## config.mk

```make
export PLATFORM = sky130hd
export DESIGN_NAME = cfg_serial_port
export DESIGN_NICKNAME = d
export VERILOG_FILES = /design/src/hdl/cfg_port_pkg.sv /design/src/hdl/cfg_serial_port.sv /design/src/hdl/sync2.sv
export SDC_FILE = /design/constraint.sdc
export NUM_CORES = 1
export LEC_CHECK = 0
export ABC_AREA = 1
export BUFFER_PORTS_ARGS = -buffer_cell sky130_fd_sc_hd__buf_2
export CAP_MARGIN = 5
export CORE_UTILIZATION = 63
export CTS_CLUSTER_SIZE = 12
export DETAILED_ROUTE_END_ITERATION = 12
export PLACE_DENSITY = 0.82
export SETUP_SLACK_MARGIN = 0.15
export SYNTH_ARGS = -nofsm -noshare
export SYNTH_HDL_FRONTEND = slang
export SYNTH_HIERARCHICAL = 1
export SYNTH_SLANG_ARGS = --single-unit
```

## constraint.sdc

```tcl
create_clock -name clk -period 4.16 [get_ports clk]
set_input_delay 0.208 -clock clk [delete_from_list [all_inputs] [get_ports clk]]
set_output_delay 0.208 -clock clk [all_outputs]
set_load 0.005 [all_outputs]
```

## src/hdl/cfg_port_pkg.sv

```systemverilog
// Constants shared by the configuration serial port design
package cfg_port_pkg;
    // Transaction layout: read flag, 7-bit address, 8-bit data
    localparam int unsigned ADDR_BITS = 7;
    localparam int unsigned DATA_BITS = 8;
    localparam logic [4:0] FRAME_BITS = 5'h10;
    localparam logic [4:0] HEAD_BITS = 5'h08;
    // Configuration register addresses
    localparam logic [6:0] ADDR_PORT_CFG = 7'h01;
    localparam logic [6:0] ADDR_DEV_CTRL = 7'h02;
    // Field positions
    localparam int unsigned FIELD_FOUR_WIRE = 0;
    localparam int unsigned FIELD_CHAN0_READ = 1;
    localparam int unsigned FIELD_REF_BUF_EN = 0;
    localparam int unsigned FIELD_BANDGAP_EN = 1;
    // Values after reset
    localparam logic [7:0] PORT_CFG_RESET = 8'h00;
    localparam logic [7:0] DEV_CTRL_RESET = 8'h03;
    // Scratch register reset value, arbitrary
    localparam logic [7:0] SCRATCH_RESET = 8'h00;
    localparam logic [6:0] ADDR_SCRATCH = 7'h03;
endpackage

```

## src/hdl/cfg_serial_port.sv

```systemverilog
// Configuration serial port with bus format strap and reference controls
`timescale 1ns/1ns
`default_nettype none
module cfg_serial_port (
    // Clock and reset
    input wire logic clk,
    input wire logic reset_n,
    // Serial port pins
    input wire logic cs_n,
    input wire logic cfg_serial_clock,
    input wire logic cfg_serial_io_in,
    output logic cfg_serial_io_out,
    output logic cfg_serial_io_oe,
    output logic cfg_serial_out,
    output logic cfg_serial_out_oe,
    // Bus format strap and conversion bus control
    input wire logic bus_format_strap,
    output logic lvds_mode,
    output logic conv_bus_enable,
    // Channel zero data output override
    input wire logic channel_zero_conv_data,
    output logic channel_zero_data_out,
    output logic channel_zero_data_oe,
    // Reference controls
    output logic ref_buffer_enable,
    output logic bandgap_enable,
    // Configuration state
    output logic four_wire_mode
);
    logic rst_s1;
    logic rst_n_sync;
    logic cs_n_s;
    logic sck_s;
    logic sdi_s;
    logic strap_s;

    // Reset release through two flip-flops
    always_ff @(posedge clk or negedge reset_n) begin
        if (!reset_n) begin
            rst_s1 <= 1'b0;
            rst_n_sync <= 1'b0;
        end else begin
            rst_s1 <= 1'b1;
            rst_n_sync <= rst_s1;
        end
    end

    // Pin synchronisers; chip select rests deselected so reset is no frame
    sync2 #(.RESET_LEVEL(1'b1)) u_sync_cs (.clk(clk), .rst_n(rst_n_sync),
        .async_in(cs_n), .sync_out(cs_n_s));
    sync2 u_sync_sck (.clk(clk), .rst_n(rst_n_sync),
        .async_in(cfg_serial_clock), .sync_out(sck_s));
    sync2 u_sync_sdi (.clk(clk), .rst_n(rst_n_sync),
        .async_in(cfg_serial_io_in), .sync_out(sdi_s));
    sync2 u_sync_strap (.clk(clk), .rst_n(rst_n_sync),
        .async_in(bus_format_strap), .sync_out(strap_s));

    // Serial state
    logic sck_q;
    logic cs_q;
    logic idle_level;
    logic [4:0] bit_cnt;
    logic [15:0] shift_in;
    logic [7:0] shift_out;
    logic rd_phase;
    logic sdo_bit;
    logic [7:0] port_cfg;
    logic [7:0] dev_ctrl;
    logic [7:0] scratch;
    logic next_sck_q;
    logic next_cs_q;
    logic next_idle_level;
    logic [4:0] next_bit_cnt;
    logic [15:0] next_shift_in;
    logic [7:0] next_shift_out;
    logic next_rd_phase;
    logic next_sdo_bit;
    logic [7:0] next_port_cfg;
    logic [7:0] next_dev_ctrl;
    logic [7:0] next_scratch;
    logic sample_edge;
    logic launch_edge;
    logic sck_edge;
    logic frame_start;
    logic [15:0] shifted;

    // Register read mux
    function automatic logic [7:0] read_reg(input logic [6:0] addr,
        input logic [7:0] pc, input logic [7:0] dc, input logic [7:0] sc);
        logic [7:0] val;
        val = 8'h00;
        unique case (addr)
            cfg_port_pkg::ADDR_PORT_CFG: val = pc;
            cfg_port_pkg::ADDR_DEV_CTRL: val = dc;
            cfg_port_pkg::ADDR_SCRATCH: val = sc;
            default: val = 8'h00;
        endcase
        return val;
    endfunction

    // Edge detection; idle level captured at frame start
    always_comb begin
        frame_start = cs_q && !cs_n_s;
        sck_edge = (sck_s != sck_q) && !cs_n_s && !frame_start;
        // Mode 0 when idle low, mode 2 when idle high
        sample_edge = sck_edge && (sck_s == !idle_level);
        launch_edge = sck_edge && (sck_s == idle_level);
    end

    // Next-state of the serial engine
    always_comb begin
        next_sck_q = sck_s;
        next_cs_q = cs_n_s;
        next_idle_level = idle_level;
        next_bit_cnt = bit_cnt;
        next_shift_in = shift_in;
        next_shift_out = shift_out;
        next_rd_phase = rd_phase;
        next_sdo_bit = sdo_bit;
        next_port_cfg = port_cfg;
        next_dev_ctrl = dev_ctrl;
        next_scratch = scratch;
        shifted = {shift_in[14:0], sdi_s};
        if (cs_n_s) begin
            next_bit_cnt = 5'h00;
            next_rd_phase = 1'b0;
            next_sdo_bit = 1'b0;
        end else if (frame_start) begin
            next_idle_level = sck_s;
            next_bit_cnt = 5'h00;
        end else if (sample_edge && bit_cnt < cfg_port_pkg::FRAME_BITS) begin
            // Input is always taken from the IO pin
            next_shift_in = shifted;
            next_bit_cnt = bit_cnt + 5'h01;
            if (bit_cnt + 5'h01 == cfg_port_pkg::HEAD_BITS && shifted[7]) begin
                next_rd_phase = 1'b1;
                next_shift_out = read_reg(shifted[6:0], port_cfg,
                    dev_ctrl, scratch);
            end
            if (bit_cnt + 5'h01 == cfg_port_pkg::FRAME_BITS
                && !shifted[15]) begin
                unique case (shifted[14:8])
                    cfg_port_pkg::ADDR_PORT_CFG: next_port_cfg = shifted[7:0];
                    cfg_port_pkg::ADDR_DEV_CTRL: next_dev_ctrl = shifted[7:0];
                    cfg_port_pkg::ADDR_SCRATCH: next_scratch = shifted[7:0];
                    default: next_scratch = scratch;
                endcase
            end
        end else if (launch_edge && rd_phase) begin
            next_sdo_bit = shift_out[7];
            next_shift_out = {shift_out[6:0], 1'b0};
            if (bit_cnt == cfg_port_pkg::FRAME_BITS) begin
                next_rd_phase = 1'b0;
            end
        end
    end

    // Register serial engine state
    always_ff @(posedge clk or negedge rst_n_sync) begin
        if (!rst_n_sync) begin
            sck_q <= 1'b0;
            cs_q <= 1'b1;
            idle_level <= 1'b0;
            bit_cnt <= 5'h00;
            shift_in <= 16'h0000;
            shift_out <= 8'h00;
            rd_phase <= 1'b0;
            sdo_bit <= 1'b0;
            port_cfg <= cfg_port_pkg::PORT_CFG_RESET;
            dev_ctrl <= cfg_port_pkg::DEV_CTRL_RESET;
            scratch <= cfg_port_pkg::SCRATCH_RESET;
        end else begin
            sck_q <= next_sck_q;
            cs_q <= next_cs_q;
            idle_level <= next_idle_level;
            bit_cnt <= next_bit_cnt;
            shift_in <= next_shift_in;
            shift_out <= next_shift_out;
            rd_phase <= next_rd_phase;
            sdo_bit <= next_sdo_bit;
            port_cfg <= next_port_cfg;
            dev_ctrl <= next_dev_ctrl;
            scratch <= next_scratch;
        end
    end

    // Pin drivers; wire mode independent of strap
    always_comb begin
        four_wire_mode = port_cfg[cfg_port_pkg::FIELD_FOUR_WIRE];
        cfg_serial_io_out = sdo_bit;
        cfg_serial_out = sdo_bit;
        // IO pin drives read data only in three-wire mode
        cfg_serial_io_oe = !cs_n_s && rd_phase && !four_wire_mode;
        // Dedicated output released in three-wire mode
        cfg_serial_out_oe = !cs_n_s && rd_phase && four_wire_mode;
        lvds_mode = strap_s;
        conv_bus_enable = !cs_n_s;
        // Channel zero carries read data in four-wire mode when enabled
        if (four_wire_mode && rd_phase
            && port_cfg[cfg_port_pkg::FIELD_CHAN0_READ]) begin
            channel_zero_data_out = sdo_bit;
        end else begin
            channel_zero_data_out = channel_zero_conv_data;
        end
        channel_zero_data_oe = !cs_n_s && !strap_s;
        ref_buffer_enable = dev_ctrl[cfg_port_pkg::FIELD_REF_BUF_EN];
        bandgap_enable = dev_ctrl[cfg_port_pkg::FIELD_BANDGAP_EN];
    end
endmodule
`default_nettype wire

```

## src/hdl/sync2.sv

```systemverilog
// Two flip-flop synchroniser for a single level
`timescale 1ns/1ns
`default_nettype none
module sync2 #(
    // Level held while in reset, the idle level of the pin
    parameter logic RESET_LEVEL = 1'b0
) (
    // Clock and reset
    input wire logic clk,
    input wire logic rst_n,
    // Level in and synchronised level out
    input wire logic async_in,
    output logic sync_out
);
    logic stage1;
    logic next_stage1;
    logic next_sync_out;

    // Next values are the previous stage
    always_comb begin
        next_stage1 = async_in;
        next_sync_out = stage1;
    end

    // Register both stages
    always_ff @(posedge clk or negedge rst_n) begin
        if (!rst_n) begin
            stage1 <= RESET_LEVEL;
            sync_out <= RESET_LEVEL;
        end else begin
            stage1 <= next_stage1;
            sync_out <= next_sync_out;
        end
    end
endmodule
`default_nettype wire

```

==> summary.md <==
| Metric | Value |
|---|---|
| Result of the run | finished with violations |
| Violated checks | design-rule violations |
| Worst-path clk slew | 70 ps |
| WL/cell | 14.6 um |
| Drt pass-1 iters | 9 |
| First-pass GRT wire length | 10.5 mm |
| Synth top area share | 0.513 |
| Post-synth EDFFs | 0 |
| TritonCTS clock tree | done |
| Mapped Cells | 348 |
| Starting DRT DRC Count | 275 |
| WL final | 6.26 mm |
| Post-Syn Area | 3030 um^2 |
| Resize count post-CTS | 0 |
| # diodes | 0 |
| Routability cong. | 0.823 |
| Largest net degree at the start of global routing | 40 |
| GRT busiest layer | met2 |
| # Max-Cap Violations | 0 |
| Worst min path class | in2async |
| H-tree lvl count | 3 |
| Slowest cell delay on critical path | 580 ps |
| Switch Pwr | 0.000390 W |
| # Post-CTS Setup Buffers | 0 |
| CTS Buffer Depth | 2 |
| Share of cells above drive strength 1 | 0.154 |
| Seq cells post-synth | 67 |
| Tmin final | 2390 ps |
| Die height | 71.3 um |
| Pwr/cell area | 411 nW/um^2 |
| Synth area leaders | dfrtp_1, nand2_1, nand3_1 |
| Synthesized Nets | 358 |
| Die ar. | 5080 um^2 |
| Worst EP required | 4390 ps |
| Final slew viol count | 0 |
| Die width | 71.3 um |
| Max VDD drop | 0.265 mV |
| Synth Flop Type | dfrtp_1 |
| Critical-path cell list | nor2_1 > nand3_1 > nor2_2 > inv_2 > nor2_4 > nand2_2 > nand2_1 > nand2_1 |
| M1 GR Usage | 0.387 |
| Number of fill cells | 337 |
| Ys Warns | 6 |
| Leak pwr | 1.66 nW |
| Average footprint of a synthesized cell | 8.69 um^2 |
| RSZ-0062 raised after global routing | false |
| Hold Fails Final Rpt | 0 |
| IO Pins | 18 |
| Yosys top cell by area | dfrtp_1 |
| Buffers added on ports | 17 |
| M3 GR Usage | 0.0464 |
| Yosys cell types | 30 |
| Total number of vias | 2,455 |
| Antenna Violating Nets Remaining | 0 |
| Crit-path max FO | 20 |
| Reg-to-reg endpoint | dev_ctrl[4] |
| DP HPWL | 4.25 mm |
| CP Data Arrival Time | 2620 ps |
| Grt met2 use | 0.425 |
| Max_slew headroom | 0.517 |
| Reg2reg path depth | 8 |
| Synth cell count leaders | nand2_1, dfrtp_1, nand3_1 |
| Crit Path Category | reg2reg |
| Area grow syn2layout | 10.6% |
| Mean number of vias per cell | 5.72 |
| Synth async-reset ratio | 1.00 |
| Vias in the first global route | 2,256 |
| Row Count | 24 |
| Maximum clock rate | 419 MHz |
| Fin nets | 382 |
| Worst slew pin tran | 724 ps |
| Total negative setup slack | 0 ps |
| Flop pwr share | 0.518 |
| Top-count cell post-synth | nand2_1 |
| Skew final | 9.35 ps |
| Pwr Total | 0.00138 W |
| Final setup violating endpoints | 0 |
| Power Internal | 0.000986 W |
| Clock Sinks | 67 |
| Comb power frac | 0.127 |
| Initial antenna violation count | 0 |
| Worst Setup End Kind | flip-flop |
| Final design utilization | 0.748 |
| TritonCTS buffer count | 9 |
| Core area | 4470 um^2 |
| Clock network power share | 0.355 |
| Register area share after synthesis | 0.556 |
| Sw Ratio | 0.284 |
| Tcrit/Tclk final | 0.574 |
| Flop-to-flop setup slack | 1770 ps |
| Worst Setup Start Kind | flip-flop |
| CP max stage cell | nor2_2 |
| Total track usage | 0.275 |
| Crit path top cell by count | nand2_1 |
| Remaining Overflow, GRT | 0 |
| Remaining DRCs | 1 |
| Worst reg2reg path startpoint | u_sync_cs/sync_out |
| Clock Latency Late Sink | 340 ps |
| CTS root buf | clkbuf_8 |
| Initial Utilization | 0.676 |
[cells in the final DEF (no fill, tap or decap)]
cell	netlist	routed
clkinv_2	0	2
clkbuf_8	0	12
a31oi_1	1	1
nor2_4	1	1
or2_1	1	1
nand4_1	3	3
inv_2	2	2
a21oi_1	1	1
nand3_1	57	57
buf_2	5	17
xnor2_1	1	1
or2_0	1	1
o31ai_1	1	1
inv_1	23	23
buf_4	2	3
dfrtp_2	0	1
clkbuf_1	1	2
nand3_4	1	1
nand2_2	2	2
dfstp_2	5	5
nor2_2	1	2
nor2_1	17	16
o21ai_0	14	14
nor3_1	1	1
o21ai_2	8	8
dfrtp_1	62	61
conb_1	1	1
dlygate4sd3_1	0	5
ha_1	3	3
nand3_2	2	2
o22ai_1	3	3
o21ai_1	11	11
nand2_1	113	113
[sequential cells by signal (all words and copies together), names as in the netlist, 5 cells and up]
register   cells
bit_cnt        5
scratch        8
shift_in      15
port_cfg       8
dev_ctrl       8
shift_out      8
[layout make-up]
type / count / area (um^2) / share of cell area
Sequential cell: 67 / 1680 / 0.503
Timing Repair Buffer: 25 / 158 / 0.0471
Multi-Input combinational cell: 244 / 1160 / 0.347
Tap cell: 52 / 65.1 / 0.0194
Clock inverter: 2 / 10.0 / 0.00299
Inverter: 25 / 93.8 / 0.0280
Clock buffer: 14 / 173 / 0.0516
[worst max-delay path by stage]
stage / from / endpoint / slack, ps / depth (start not counted)
6_report: u_sync_cs/sync_out / dev_ctrl[4] / 1770 / 8
3_3_place_gp: u_sync_cs/sync_out / dev_ctrl[3] / 1880 / 8
5_1_grt: u_sync_sck/sync_out / dev_ctrl[4] / 1530 / 8
3_5_place_dp: u_sync_cs/sync_out / dev_ctrl[4] / 1840 / 8
4_1_cts: u_sync_cs/sync_out / dev_ctrl[4] / 1820 / 8
2_1_floorplan: rst_n_sync / bit_cnt[0] / 2160 / 0
[stage by stage]
step           cell area [um^2]  std cells  hold slack (ps)  setup slack, ps
6_report                   3350        429              171             1770
2_1_floorplan              3030        348            -87.6             2160
3_3_place_gp               3110        408            -7.74             1880
3_5_place_dp               3110        408            -4.22             1840
5_1_grt                    3350        429              175             1530
4_1_cts                    3350        429              160             1820
[layer usage]
metal / wire length [um] / part of all wire
met5: 0 / 0
met4: 130 / 0.021
met3: 305 / 0.049
met2: 2920 / 0.47
met1: 2900 / 0.46
[power groups by stage]
stage               registers (W)  logic (W)  clock network (W)
floorplan                0.000720   0.000120                  0
global placement         0.000722   0.000165                  0
global route             0.000718   0.000193           0.000520
CTS                      0.000713   0.000171           0.000498
detailed placement       0.000724   0.000165                  0
finish                   0.000713   0.000174           0.000488
[logic make-up after synthesis]
family,synth area share
adder cells (fa/ha/maj),0.0124
AND/OR/NAND/NOR,0.290
XOR/XNOR,0.00290
flip-flops,0.556
other,0.00124
buffers and inverters,0.0604
AO/OA/AOI/OAI,0.0769
[worst max-delay path, delay by kind of cell, from the launching register on]
kind	cells	cell delay, ps
simple gates	7	1520
flops	1	400
buf+inv	1	340
[timing repair]
action | 4_1_cts | 5_1_grt
setup endpoints to repair | 0 | 0
endpoints found under the hold margin | 6 | 0
hold buffers | 5 | 0
(Power assumes the default switching activity.)
